$ cat config.mk
export PLATFORM = sky130hd
export DESIGN_NAME = sar_irq
export DESIGN_NICKNAME = d
export VERILOG_FILES = /design/src/sar_pkg.sv /design/src/sar_irq.sv
export SDC_FILE = /design/constraint.sdc
export NUM_CORES = 1
export LEC_CHECK = 0
export BUFFER_PORTS_ARGS = -buffer_cell sky130_fd_sc_hd__buf_4
export CORE_ASPECT_RATIO = 0.6
export CORE_MARGIN = 4
export CORE_UTILIZATION = 52
export CTS_BUF_LIST = sky130_fd_sc_hd__clkbuf_16
export CTS_CLUSTER_DIAMETER = 200
export CTS_CLUSTER_SIZE = 12
export DETAILED_ROUTE_END_ITERATION = 8
export GPL_TIMING_DRIVEN = 0
export PLACE_DENSITY = 0.95
export RECOVER_POWER = 25
export SLEW_MARGIN = 15
export SYNTH_ARGS = -nofsm -noshare
export SYNTH_HDL_FRONTEND = slang
export SYNTH_SLANG_ARGS = --single-unit
$ cat constraint.sdc
create_clock -name clk -period 5.2 [get_ports clk]
set_input_delay 0.52 -clock clk [delete_from_list [all_inputs] [get_ports clk]]
set_output_delay 0.52 -clock clk [all_outputs]
set_load 0.03 [all_outputs]
$ cat src/sar_pkg.sv
/*
 * Constants, register map and carrier types for the slot interrupt
 * autoclear and routing block.
 * Assumes one 40 MHz clock, an AHB-Lite register bus with 32-bit data,
 * and event and read strobes that come from logic on the same clock.
 */
// Function
// - slot data read clears slot flag if enabled
// - slot autoclear bits reset to one, read/write
// - bit 15 routes fifo level flag
// - bit 14 routes fifo empty-read flag
// - bit 13 routes fifo overrun flag
// - bits 11..4 route slot L..E ready flags
// - routing bits reset to zero, read/write
// - fifo read clears level flag if enabled
// - slot L read clears its flag if enabled
// - bits 3..0 route slot D..A ready flags
package sar_pkg;
	localparam int unsigned SAR_SLOTS = 12;
	localparam int unsigned SAR_REG_W = 16;

	// register indices; byte address is four times the index
	localparam logic [7:0] SAR_IDX_STATUS = 8'h01;
	localparam logic [7:0] SAR_IDX_ACLEAR = 8'h07;
	localparam logic [7:0] SAR_IDX_ROUTE = 8'h14;
	localparam logic [9:0] SAR_ADDR_STATUS = {SAR_IDX_STATUS, 2'b00};
	localparam logic [9:0] SAR_ADDR_ACLEAR = {SAR_IDX_ACLEAR, 2'b00};
	localparam logic [9:0] SAR_ADDR_ROUTE = {SAR_IDX_ROUTE, 2'b00};

	// field positions, common to status, autoclear and routing words
	localparam int unsigned SAR_BIT_FIFO_LEVEL = 15;
	localparam int unsigned SAR_BIT_FIFO_EMPTY_READ = 14;
	localparam int unsigned SAR_BIT_FIFO_OVERRUN = 13;
	localparam int unsigned SAR_BIT_SLOT_L = 11;

	// writable bit masks; the rest reads as zero
	localparam logic [15:0] SAR_STATUS_MASK = 16'hefff;
	localparam logic [15:0] SAR_ACLEAR_MASK = 16'h8fff;
	localparam logic [15:0] SAR_ROUTE_MASK = 16'hefff;

	// reset values
	localparam logic [15:0] SAR_ACLEAR_RST = 16'h8fff;
	localparam logic [15:0] SAR_ROUTE_RST = 16'h0000;
	localparam logic [15:0] SAR_STATUS_RST = 16'h0000;

	// ahb-lite encodings
	localparam logic [1:0] SAR_HTRANS_NONSEQ = 2'b10;
	localparam logic [1:0] SAR_HTRANS_SEQ = 2'b11;
	localparam logic SAR_HRESP_OKAY = 1'b0;

	// hardware events, one-cycle pulses
	typedef struct packed {
		logic fifo_level;
		logic fifo_empty_read;
		logic fifo_overrun;
		logic [SAR_SLOTS-1:0] slot_ready;
	} sar_events_t;

	// data-path read strobes, one-cycle pulses
	typedef struct packed {
		logic fifo_read;
		logic [SAR_SLOTS-1:0] slot_read;
	} sar_reads_t;
endpackage : sar_pkg

$ cat src/sar_irq.sv
/*
 * Slot interrupt autoclear and routing: sticky status flags, read
 * autoclear enables and interrupt X routing enables behind AHB-Lite.
 * Assumes event and read strobes are one-cycle pulses on clk, and a single
 * AHB-Lite master; the slave never inserts wait states.
 */
module sar_irq
	import sar_pkg::*;
(
	input wire logic clk,
	input wire logic sys_rst,
	input wire logic hsel,
	input wire logic [31:0] haddr,
	input wire logic [1:0] htrans,
	input wire logic hwrite,
	input wire logic [2:0] hsize,
	input wire logic [31:0] hwdata,
	input wire logic hready,
	output logic hreadyout,
	output logic hresp,
	output logic [31:0] hrdata,
	input wire sar_events_t events,
	input wire sar_reads_t reads,
	output logic irq_x
);
	logic [15:0] status;
	logic [15:0] aclear;
	logic [15:0] route;
	logic [15:0] next_status;
	logic [15:0] next_aclear;
	logic [15:0] next_route;
	logic [31:0] next_hrdata;
	logic next_irq_x;

	// captured address phase
	logic wr_pend;
	logic [9:0] wr_addr;

	// address phase decode
	wire logic addr_valid = hsel & hready & (htrans == SAR_HTRANS_NONSEQ || htrans == SAR_HTRANS_SEQ);
	wire logic addr_word = (hsize == 3'h2) & (haddr[31:10] == 22'h000000);
	wire logic rd_take = addr_valid & ~hwrite;
	wire logic wr_take = addr_valid & hwrite & addr_word;

	// data phase write strobes
	wire logic wr_status = wr_pend & (wr_addr == SAR_ADDR_STATUS);
	wire logic wr_aclear = wr_pend & (wr_addr == SAR_ADDR_ACLEAR);
	wire logic wr_route = wr_pend & (wr_addr == SAR_ADDR_ROUTE);
	wire logic [15:0] wdata16 = hwdata[15:0];

	// the slave is always ready and always answers okay
	assign hreadyout = 1'b1;
	assign hresp = SAR_HRESP_OKAY;

	// hardware set and autoclear vectors in status layout
	wire logic [15:0] set_vec = {events.fifo_level, events.fifo_empty_read, events.fifo_overrun,
		1'b0, events.slot_ready};
	wire logic [15:0] read_vec = {reads.fifo_read, 3'b000, reads.slot_read};
	wire logic [15:0] auto_clr = read_vec & aclear;
	wire logic [15:0] sw_clr = wr_status ? wdata16 : 16'h0000;

	// per-flag update; a set in the clear cycle wins so no event is lost
	genvar i;
	generate
		for (i = 0; i < SAR_REG_W; i++) begin : g_flag
			assign next_status[i] = SAR_STATUS_MASK[i] &
				(set_vec[i] | (status[i] & ~(auto_clr[i] | sw_clr[i])));
		end
	endgenerate

	// configuration registers take whole writes, reserved bits held at zero
	assign next_aclear = wr_aclear ? (wdata16 & SAR_ACLEAR_MASK) : aclear;
	assign next_route = wr_route ? (wdata16 & SAR_ROUTE_MASK) : route;

	// routing: fifo flags at 15..13, slots L..E at 11..4, D..A at 3..0
	wire logic fifo_level_x = status[SAR_BIT_FIFO_LEVEL] & route[SAR_BIT_FIFO_LEVEL];
	wire logic fifo_empty_read_x = status[SAR_BIT_FIFO_EMPTY_READ] & route[SAR_BIT_FIFO_EMPTY_READ];
	wire logic fifo_overrun_x = status[SAR_BIT_FIFO_OVERRUN] & route[SAR_BIT_FIFO_OVERRUN];
	wire logic slots_high_x = |(status[SAR_BIT_SLOT_L:4] & route[SAR_BIT_SLOT_L:4]);
	wire logic slots_low_x = |(status[3:0] & route[3:0]);
	assign next_irq_x = fifo_level_x | fifo_empty_read_x | fifo_overrun_x | slots_high_x | slots_low_x;

	// read mux; unmapped or unaligned addresses read as zero
	wire logic [9:0] rd_addr = haddr[9:0];
	wire logic rd_status = addr_word & (rd_addr == SAR_ADDR_STATUS);
	wire logic rd_aclear = addr_word & (rd_addr == SAR_ADDR_ACLEAR);
	wire logic rd_route = addr_word & (rd_addr == SAR_ADDR_ROUTE);
	wire logic [15:0] rd_word = rd_status ? status : rd_aclear ? aclear : rd_route ? route : 16'h0000;
	assign next_hrdata = rd_take ? {16'h0000, rd_word} : hrdata;

	// bus phase tracking
	always_ff @(posedge clk or posedge sys_rst) begin
		if (sys_rst) begin
			wr_pend <= 1'b0;
			wr_addr <= 10'h000;
		end else if (hready) begin
			wr_pend <= wr_take;
			wr_addr <= haddr[9:0];
		end
	end

	// read data is fetched in the address phase so it stands with no wait state
	always_ff @(posedge clk or posedge sys_rst) begin
		if (sys_rst) begin
			hrdata <= 32'h00000000;
		end else begin
			hrdata <= next_hrdata;
		end
	end

	// flags and configuration
	always_ff @(posedge clk or posedge sys_rst) begin
		if (sys_rst) begin
			status <= SAR_STATUS_RST;
			aclear <= SAR_ACLEAR_RST;
			route <= SAR_ROUTE_RST;
		end else begin
			status <= next_status;
			aclear <= next_aclear;
			route <= next_route;
		end
	end

	// registered level output, one cycle behind the flags, glitch free on the pin
	always_ff @(posedge clk or posedge sys_rst) begin
		if (sys_rst) begin
			irq_x <= 1'b0;
		end else begin
			irq_x <= next_irq_x;
		end
	end
endmodule : sar_irq

Word level (Yosys, flattened, before mapping). Index checks and enable logic that the tools add are counted.

Mux-type cells: 4. Reduce and logical (&&, ||, !) cells: 4. Equal/unequal tests: 9. Bitwise gates (word level): 83.

Operators by type and width (number): 16-bit two-way mux (4); 1-bit bitwise OR (34); 1-bit AND (30); 22-bit zero test (1); 10-bit by 3-bit equality test with 1-bit output (second input constant) (2); 10-bit by 5-bit equality test with 1-bit output (second input constant) (2); 10-bit by 7-bit equality test with 1-bit output (second input constant) (2); 16-bit AND (1); 1-bit inverter (16); 8-bit AND (1); 8-bit OR reduction (1); 4-bit AND (1); 2-bit equality test (second input constant) (2); 4-bit OR reduction (1); 3-bit by 2-bit equality test with 1-bit output (second input constant) (1); 1-bit logical OR (1).

Register bits after elaboration: 71. Output and inout bits: 35.

Depth between registers and ports, before layout. Gate-level depths: netlist of the first run.

Depth in word-level cells: 7. Depth in mapped cells: 6. Mapped depth without buffers: 4.

Worst setup path before layout of the first run. Ideal clock, no wire load.

Kind: reg2reg. From: reg wr_addr[7]. To: reg route[0]. Clock period less this slack: 1866 ps. Arrival time: 1741 ps. Cell stages (with the launch flop): 6. Required time: 5075 ps. Setup slack: 3334 ps. Path through: dfrtp_1 -> or4b_4 -> nor4b_4 -> nand2_2 -> buf_6 -> mux2_4.

Longest elaborated chain between the ends: 2.

Ends and longest elaborated chain: start, declared (RTL line sar_irq.sv:37) `logic [9:0] wr_addr;`; start signal, assigned (RTL line sar_irq.sv:98) `wr_addr <= haddr[9:0];`; 10-bit by 7-bit equality test with 1-bit output (RTL line sar_irq.sv:48) `wire logic wr_route = wr_pend & (wr_addr == SAR_ADDR_ROUTE);`; 1-bit AND (RTL line sar_irq.sv:48); end signal, assigned (RTL line sar_irq.sv:120) `route <= next_route;`; end, declared (RTL line sar_irq.sv:28) `logic [15:0] route;`.

Every way passes these cells. A chain may end at the register's enable or synchronous reset.

Final worst setup path of the first run.
From: reg wr_addr[7]. To: reg status[3].

Longest elaborated chain between the ends: 7.

Ends and longest elaborated chain: 10-bit by 3-bit equality test with 1-bit output (RTL line sar_irq.sv:46) `wire logic wr_status = wr_pend & (wr_addr == SAR_ADDR_STATUS);`; 1-bit AND (RTL line sar_irq.sv:46); 16-bit two-way mux (RTL line sar_irq.sv:60) `wire logic [15:0] sw_clr = wr_status ? wdata16 : 16'h0000;`; 1-bit bitwise OR (RTL line sar_irq.sv:67) `(set_vec[i] | (status[i] & ~(auto_clr[i] | sw_clr[i])));`; 1-bit inverter (RTL line sar_irq.sv:67); 1-bit AND (RTL line sar_irq.sv:67); 1-bit bitwise OR (RTL line sar_irq.sv:67); named net next_status[3] (RTL line sar_irq.sv:29) `logic [15:0] next_status;`; end signal, assigned (RTL line sar_irq.sv:118) `status <= next_status;`; end, declared (RTL line sar_irq.sv:26) `logic [15:0] status;`.

The timed path passes the listed nets, and every way through them passes these cells.

==> flow_summary.toml, run 1 <==
[global_routing]
antenna_found_initial = 0
grt_overflow = 0
grt_max_degree = 60
grt_pass1_vias = 3093
grt_usage = 0.2584
grt_pass1_wl_um = 16010

[logic_synthesis]
synth_area_leaders = "dfrtp_1 42%, dfstp_2 10%, mux2_2 8.6%"
postSynthAreaPerCell_um2 = 11.54
synth_top_area_frac = 0.4174
seq_area_frac_synth = 0.5174
synth_warnings = 0
yosysUniqueCellTypes = 41
ys_dominant_reg_cell = "dfrtp_1"
ys_ff_latch = 70
netlist_area_um2 = 3417
synth-async-reset-ratio = 1.000
syn_inst = 296
synth.largest_area_cell = "dfrtp_1"
synth_edf_count = 0

[flow_run]
cap_violations = 0

[detailed_routing]
dr.pass1.iters = 5
wl_per_cell_um = 19.54
drc = 0
first_iter_violations = 284
ant_nets = 0
wl_um = 9985
vias = 3039
vias_per_cell = 5.947

[clocking]
clkTransAtPathRegs_ps = 50
root_buffer = "clkbuf_16"
post_cts_buffers = 0
cts_sinks = 70
cts_hold_buf = 0
insertion_delay_ps = 330
htree_levels = 3
numCtsBuffers = 9
postCtsResizedCells = 0
clk_path_buf_depth = 2
cts_tree = "built"

[timing]
fmax_mhz = 466.9
period_needed_ps = 2142
finalSetupViolations = 0
finalClockSkew_ps = 4.728
worst_slack_ps = 3058
finalSetupTns_ps = 0
finalMaxSlewViolations = 0
whs_ps = 247.5
worst_pin_slew_ps = 645.6
slew_headroom = 0.5660
fin_crit_sh = 0.4119
hold_violations = 0
rsz0062_at_grt = "false"

[power_and_ir_drop]
power.share.clock = 0.457
ir_drop_mv = 0.1655
p_leak_nw = 2.115
switchingPower_uw = 315.8
seqPwrFrac = 0.433
intPower_mw = 1.071
switching_share = 0.2277
cellPowerDensity_nw_per_um2 = 297.9
power_frac_comb = 0.110
finalPower_mw = 1.387

[critical_path]
rrSetupSlack_ps = 3060
crit_chain = "or4b_4 -> nor4b_4 -> buf_6 -> nand2_1 -> a31o_1"
r2r_start = "wr_addr[7]"
required_ps = 5420
critPathTopFamily = "simple AND/OR/NAND/NOR gates"
endpoint_kind = "register"
critPathBufInv = 1
slowest_stage = "or4b_4"
rr_endpoint = "status[3]"
slowest_delay_ps = 590
crit_type = "reg -> reg"
worstPathArrival_ps = 2360
cp-start-kind = "register"
path_max_fanout = 10
r2r_cells = 5

[placed_design]
dp_hpwl_um = 7345
gp_congestion = 0.8130
dp.cells = 496
dpl_cell_area_um2 = 4352
dp_slack_ps = 2835
io_buffers = 98

[final_layout]
syn2layout_area_growth_pct = 36.25
nFillCells = 415
stdcell_area_um2 = 4656
final_cells = 511
drive_above_1_share = 0.4637
num_antenna_cells = 0
fin_util = 0.7451
nets = 525

[floorplanning]
rows = 22
fp.dieH_um = 70.79
die-area_um2 = 7974
die_x_um = 112.7
core_um2 = 6248
ios = 137
initial_core_util = 0.5469

[worst_hold_path]
hold_class = "in -> async"

[run_status]
status = "completed"
-- synthesized netlist by cell type, drive strengths merged, types with 3 or more instances --
library cell / count
o2111ai: 13
a31o: 13
a21oi: 13
nor4: 6
dfstp: 13
buf: 24
nand2b: 3
mux2: 36
dfrtp: 57
nor3: 3
a221oi: 14
nor4b: 3
inv: 6
a22oi: 6
nor2: 4
clkbuf: 10
o21ai: 4
nand2: 48
-- state kept, by name, indices dropped and copies added (netlist names) --
| register | flops |
|---|---|
| hrdata | 15 |
| route | 15 |
| status | 15 |
| aclear | 13 |
| wr_addr | 10 |
| irq_x | 1 |
| wr_pend | 1 |
-- power by group through the flow --
stage          Combinational (mW)  Sequential (mW)  Clock, mW
2_1_floorplan              0.0829            0.599          0
3_3_place_gp                0.143            0.606          0
3_5_place_dp                0.151            0.608          0
4_1_cts                     0.152            0.599      0.641
5_1_grt                     0.165            0.603      0.665
6_report                    0.153            0.600      0.634
-- cells by family (layout without fill, tap and decap cells) --
| logic type | Yosys count | in the layout | synth area share |
|---|---|---|---|
| AOI/OAI and AO/OA | 69 | 69 | 0.1545 |
| buffers and inverters | 40 | 154 | 0.07214 |
| DFF | 70 | 70 | 0.5174 |
| muxes | 36 | 36 | 0.1296 |
| other | 2 | 19 | 0.002198 |
| and+or+nand+nor | 79 | 79 | 0.1241 |
-- routing by layer --
metal  up-vias  track usage  part of all wire
met5         -            0                 0
met4         0      0.05600             0.012
met3        16       0.1214              0.14
met2       236       0.3930              0.45
met1      1468       0.3409              0.39
li1       1319            -                 -
-- placed cells by master (no fill, tap or decap), drive strengths merged, types with 2 or more instances in the layout --
| cell | n |
|---|---|
| clkbuf | 20 |
| dfstp | 13 |
| conb | 19 |
| a21oi | 13 |
| nand4 | 2 |
| o2111ai | 13 |
| mux2 | 36 |
| nor3 | 3 |
| nand2b | 3 |
| nor4b | 3 |
| nand2 | 48 |
| clkinvlp | 2 |
| buf | 122 |
| nor4 | 6 |
| nor2 | 4 |
| clkinv | 2 |
| bufinv | 2 |
| a221oi | 14 |
| o21ai | 4 |
| and3 | 2 |
| a21o | 2 |
| a22oi | 6 |
| a31o | 13 |
| dfrtp | 57 |
| or3 | 2 |
| inv | 6 |
-- area by class of cell --
class,instances,area [um2],share of cell area
multi-input cells,203,1466,0.3150
well taps,84,105.1,0.02257
clock inverters,6,80.08,0.01720
inverters,6,23.77,0.005106
plain buffers,34,224.0,0.04811
clock buffers,9,225.2,0.04837
repair buffers,99,763.2,0.1639
flip-flops and latches,70,1768,0.3797
-- worst max path at each step --
stage,depth (start not counted),to,from,slack (ps)
3_5_place_dp,7,hrdata[1],hsize[0],2840
2_1_floorplan,1,hrdata[0],sys_rst,2930
6_report,5,status[3],wr_addr[7],3060
5_1_grt,6,hrdata[4],hready,2950
4_1_cts,5,status[3],wr_addr[7],3050
3_3_place_gp,2,wr_addr[1],sys_rst,2160
(Power assumes the default switching activity.)
==> run 2, diff against run 1 <==
--- a/config.mk
+++ b/config.mk
@@ -8,13 +8,13 @@
 export BUFFER_PORTS_ARGS = -buffer_cell sky130_fd_sc_hd__buf_4
 export CORE_ASPECT_RATIO = 0.6
 export CORE_MARGIN = 4
-export CORE_UTILIZATION = 52
+export CORE_UTILIZATION = 44
 export CTS_BUF_LIST = sky130_fd_sc_hd__clkbuf_16
 export CTS_CLUSTER_DIAMETER = 200
 export CTS_CLUSTER_SIZE = 12
 export DETAILED_ROUTE_END_ITERATION = 8
 export GPL_TIMING_DRIVEN = 0
-export PLACE_DENSITY = 0.95
+export PLACE_DENSITY = 0.89
 export RECOVER_POWER = 25
 export SLEW_MARGIN = 15
 export SYNTH_ARGS = -nofsm -noshare
==> constraint.sdc (replaced) <==
create_clock -name clk -period 1.8 [get_ports clk]
set_input_delay 0.18 -clock clk [delete_from_list [all_inputs] [get_ports clk]]
set_output_delay 0.18 -clock clk [all_outputs]
set_load 0.03 [all_outputs]
==> run 2 against run 1 <==
Against the previous run:
- cell count grew 5.7%
- the run now ends with setup timing left
- register-to-register slack lost 3200 ps
- wire length grew 1.9%
- clock skew grew 2.4 ps
- critical endpoint is now route[15]
- critical path depth is the same
- worst hold slack lost 230 ps
- die area grew 16%
==> flow_summary.toml, run 2 (same netlist as run 1, synthesis figures left out) <==
[placed_design]
dp_slack_ps = -319.3
gp_congestion = 0.8755
dpl_cell_area_um2 = 4390
dp_hpwl_um = 7645
dp.cells = 517
io_buffers = 98

[clocking]
insertion_delay_ps = 340
numCtsBuffers = 9
clkTransAtPathRegs_ps = 50
htree_levels = 3
cts_sinks = 70
root_buffer = "clkbuf_16"
cts_tree = "built"
clk_path_buf_depth = 2

[power_and_ir_drop]
ir_drop_mv = 0.4502
intPower_mw = 2.816
cellPowerDensity_nw_per_um2 = 787.1
p_leak_nw = 2.169
seqPwrFrac = 0.465
switchingPower_uw = 921.1
power_frac_comb = 0.120
switching_share = 0.2465
finalPower_mw = 3.737
power.share.clock = 0.415

[critical_path]
path_max_fanout = 10
critPathBufInv = 1
crit_chain = "or4b_4 -> nor4b_4 -> nand2_2 -> buf_8 -> mux2_4"
crit_type = "reg -> reg"
required_ps = 2020
endpoint_kind = "register"
critPathTopFamily = "simple AND/OR/NAND/NOR gates"
worstPathArrival_ps = 2160
slowest_delay_ps = 570
slowest_stage = "or4b_4"
cp-start-kind = "register"

[timing]
finalMaxSlewViolations = 0
worst_pin_slew_ps = 978.2
rsz0062_at_grt = "true"
fin_crit_sh = 1.079
slew_headroom = 0.3479
finalClockSkew_ps = 7.083
fmax_mhz = 514.8
period_needed_ps = 1942
hold_violations = 0
finalSetupViolations = 29
worst_slack_ps = -142.5

[detailed_routing]
vias_per_cell = 5.528
first_iter_violations = 300
ant_nets = 0
wl_per_cell_um = 18.84
dr.pass1.iters = 8
wl_um = 10170
vias = 2985
drc = 0

[run_status]
violations = "setup timing"
status = "finished with violations"

[global_routing]
grt_pass1_wl_um = 15960
grt_max_degree = 38
antenna_found_initial = 0
grt_overflow = 0
grt_usage = 0.2256
grt_pass1_vias = 3079

[floorplanning]
ios = 137
die-area_um2 = 9286
fp.dieH_um = 76.26
initial_core_util = 0.4607
rows = 24
core_um2 = 7417
die_x_um = 121.8

[final_layout]
num_antenna_cells = 0
syn2layout_area_growth_pct = 38.96
final_cell_mix = "121 x buf_4, 57 x dfrtp_1, 42 x nand2_1"
drive_above_1_share = 0.4862
seq_area_um2 = 1768
final_common_cell = "buf_4"
nFillCells = 561
stdcell_area_um2 = 4748
largestRegisters = "hrdata (15), route (15), status (15)"
nets = 533
multi_input_area_um2 = 1519
final_cells = 540

[flow_run]
cap_violations = 0

[worst_hold_path]
hold_class = "in -> reg"
## run 2: cell types whose count changed in the layout (fill, tap and decap cells not counted), sizes merged
cell / previous run / this run
buf: 122 / 128
clkinv: 2 / 5
bufinv: 2 / 0
clkbuf: 20 / 21
dlygate4sd3: 0 / 1
## run 2: final cells by class
cell class	instances	area share
buffer	34	0.04848
clock buffer	9	0.04743
timing repair buffer	107	0.1726
clock inverter	7	0.006851
multi-input combinational	203	0.3199
sequential	70	0.3723
tap	104	0.02740
inverter	6	0.005007
## run 2: final timing paths
path	start	end	slack, ps	cells after the start
min in group asynchronous	sys_rst	status[8]	270	3
worst min-delay path	events[12]	status[13]	20	2
worst min register to register	wr_addr[5]	wr_addr[5]	510	1
max in group asynchronous	sys_rst	aclear[7]	250	5
worst max register to register	wr_addr[8]	route[15]	-140	5
worst max-delay path	wr_addr[8]	route[15]	-140	5
## run 2: what timing repair did
item / 4_1_cts / 5_1_grt
endpoints found under the hold margin: 30 / 0
pin swaps: 5 / 2
hold buffers: 1 / 0
endpoints found under the setup margin: 41 / 50
gates resized for setup: 6 / 11
setup buffers: 3 / 3
## run 2: power groups by stage
stage | logic, mW | clock network, mW | registers, mW
6_report | 0.450 | 1.55 | 1.74
5_1_grt | 0.491 | 1.65 | 1.74
4_1_cts | 0.444 | 1.57 | 1.73
3_5_place_dp | 0.439 | 0 | 1.76
3_3_place_gp | 0.414 | 0 | 1.75
2_1_floorplan | 0.240 | 0 | 1.73
## run 2: layer usage
layer  up-vias  share of wire  global-route usage
met5         -              0                   0
met4         0          0.017             0.05481
met3        23           0.11             0.09496
met2       184           0.45              0.3475
met1      1440           0.42              0.2953
li1       1338              -                   -
## run 2: metrics by stage
stage | setup TNS (ps) | hold slack [ps] | utilization
after floorplan | -908.5 | 272.3 | -
after global placement | -7326 | 360.0 | 0.5865
after detailed placement | -9696 | 66.99 | 0.5919
after CTS | -2485 | 12.99 | 0.6339
after global routing | -4284 | 24.69 | 0.6402
final | -2578 | 21.14 | 0.6402
==> run 3, diff against run 2 <==
--- a/config.mk
+++ b/config.mk
@@ -13,7 +13,6 @@
 export CTS_CLUSTER_DIAMETER = 200
 export CTS_CLUSTER_SIZE = 12
 export DETAILED_ROUTE_END_ITERATION = 8
-export GPL_TIMING_DRIVEN = 0
 export PLACE_DENSITY = 0.89
 export RECOVER_POWER = 25
 export SLEW_MARGIN = 15
==> run 3 against run 2 <==
Against the previous run:
- the run still ends with setup timing left
- sequential share of layout area up 1.7 points
- critical path depth unchanged
- combinational power down 9.6%
- critical path type unchanged
- fmax up 2.0%
- cell count down 5.6%
- design area down 4.5%
- clock power down 5%
- largest power group unchanged
- critical endpoint is now route[6]
==> flow_summary.toml, run 3 (same netlist as run 1, synthesis figures left out) <==
[critical_path]
crit_chain = "or4b_4 -> nor4b_4 -> nand2_2 -> buf_12 -> mux2_4"
required_ps = 2010
r2r_cells = 5
crit_type = "reg -> reg"
slowest_stage = "or4b_4"
rrSetupSlack_ps = -100
path_max_fanout = 15
rr_endpoint = "route[6]"
worstPathArrival_ps = 2120
cp-startpoint = "wr_addr[9]"
cp-start-kind = "register"
endpoint_kind = "register"
r2r_start = "wr_addr[9]"
slowest_delay_ps = 580

[placed_design]
gp_congestion = 0.8066
io_buffers = 99
dp.cells = 496
dp_slack_ps = -233.7
dp_hpwl_um = 7003
dpl_cell_area_um2 = 4295

[power_and_ir_drop]
ir_drop_mv = 0.4790
p_leak_nw = 2.030
cellPowerDensity_nw_per_um2 = 797.8
finalPower_mw = 3.618

[detailed_routing]
ant_nets = 0
vias = 2868
first_iter_violations = 369
met1_length_um = 3893
wl_per_cell_um = 18.82
dr.pass1.iters = 5
dr_wl_met2_um = 4558
vias_per_cell = 5.624
maxUsedRoutingLayer = "met4"
wl_um = 9598
drc = 0
route.met3.wl_um = 1057

[worst_hold_path]
hold_class = "in -> reg"
hold_path_depth = 2
min_to = "status[14]"
hp-start = "events[13]"

[floorplanning]
fp.dieH_um = 76.26
ios = 137
core_um2 = 7417
rows = 24
die-area_um2 = 9286
initial_core_util = 0.4607
die_x_um = 121.8

[run_status]
violations = "setup timing"
status = "finished with violations"

[clocking]
clkTransAtPathRegs_ps = 50
numCtsBuffers = 9
root_buffer = "clkbuf_16"
insertion_delay_ps = 330
cts_tree = "built"
htree_levels = 3
clk_path_buf_depth = 2
cts_sinks = 70

[global_routing]
grt_pass1_wl_um = 15200
grt_overflow = 0
grt_max_degree = 71
grt_usage = 0.2120
antenna_found_initial = 0
grt_pass1_vias = 2945

[timing]
slew_headroom = 0.3680
worst_pin_slew_ps = 948.1
worst_slack_ps = -104.3
rsz0062_at_grt = "true"
finalSetupViolations = 25
fmax_mhz = 525.1
finalMaxSlewViolations = 0
fin_crit_sh = 1.058
finalClockSkew_ps = 4.988
whs_ps = 29.10
hold_violations = 0
period_needed_ps = 1904

[final_layout]
drive_above_1_share = 0.4581
nets = 506
stdcell_area_um2 = 4536
final_cells = 510
final_cell_mix = "108 x buf_4, 57 x dfrtp_1, 46 x nand2_1"
nFillCells = 588
syn2layout_area_growth_pct = 32.74
largestRegisters = "hrdata (15), route (15), status (15)"
final_common_cell = "buf_4"
num_antenna_cells = 0

[flow_run]
cap_violations = 0
[run 3: cell types whose count changed in the layout (fill, tap and decap cells not counted), moves of 2 or more]
cell,change
nand2_2,-2
buf_6,-3
a31o_2,+2
clkbuf_2,-3
clkinv_2,-2
buf_12,+2
clkinv_1,-3
inv_1,+3
buf_4,-13
nand2_4,-2
a31o_4,-2
buf_2,-2
clkbuf_1,-7
nand2_1,+4
[run 3: worst max-delay path by stage]
| stage | endpoint | slack, ps | depth (start not counted) |
|---|---|---|---|
| detailed placement | hrdata[15] | -230 | 5 |
| global route | route[8] | -140 | 5 |
| global placement | hrdata[8] | -140 | 5 |
| floorplan | route[0] | -70 | 5 |
| CTS | route[2] | -110 | 5 |
| finish | route[6] | -100 | 5 |
[run 3: metal layers]
metal,GRT usage,vias up
met4,0.04698,0
met3,0.09125,11
met5,0,-
li1,-,1275
met2,0.3387,165
met1,0.2680,1417
[run 3: final cells by class]
type,instances,area [um2],share of cell area
clock buffers,9,225.2,0.04966
well taps,104,130.1,0.02869
multi-input cells,203,1479,0.3261
flip-flops and latches,70,1768,0.3898
inverters,6,26.28,0.005793
repair buffers,114,892.1,0.1967
clock inverters,4,15.01,0.003310
[run 3: what timing repair did]
item / CTS / global route
pin swaps: 0 / 2
buffers inserted: 0 / 0
endpoints found under the setup margin: 30 / 44
hold endpoints to repair: 57 / 0
resized for setup: 1 / 1
hold buffers: 1 / 0
[run 3: per-stage QoR]
stage,TNS (ps),util
finish,-1495,0.6115
global route,-4062,0.6115
CTS,-2262,0.6132
detailed placement,-4275,0.5791
global placement,-2596,0.5791
floorplan,-908.5,-
[run 3: report_power, final]
| part | internal (mW) | switching, mW | leakage [nW] |
|---|---|---|---|
| clock network | 0.886 | 0.591 | 0.132 |
| registers | 1.67 | 0.0686 | 0.809 |
| logic | 0.213 | 0.194 | 1.09 |
[run 3: critical path: cells and delay by family (launching register included)]
kind                   cells  cell delay (ps)
and+or+nand+nor            3              930
DFF                        1              370
buffers and inverters      1              170
muxes                      1              300
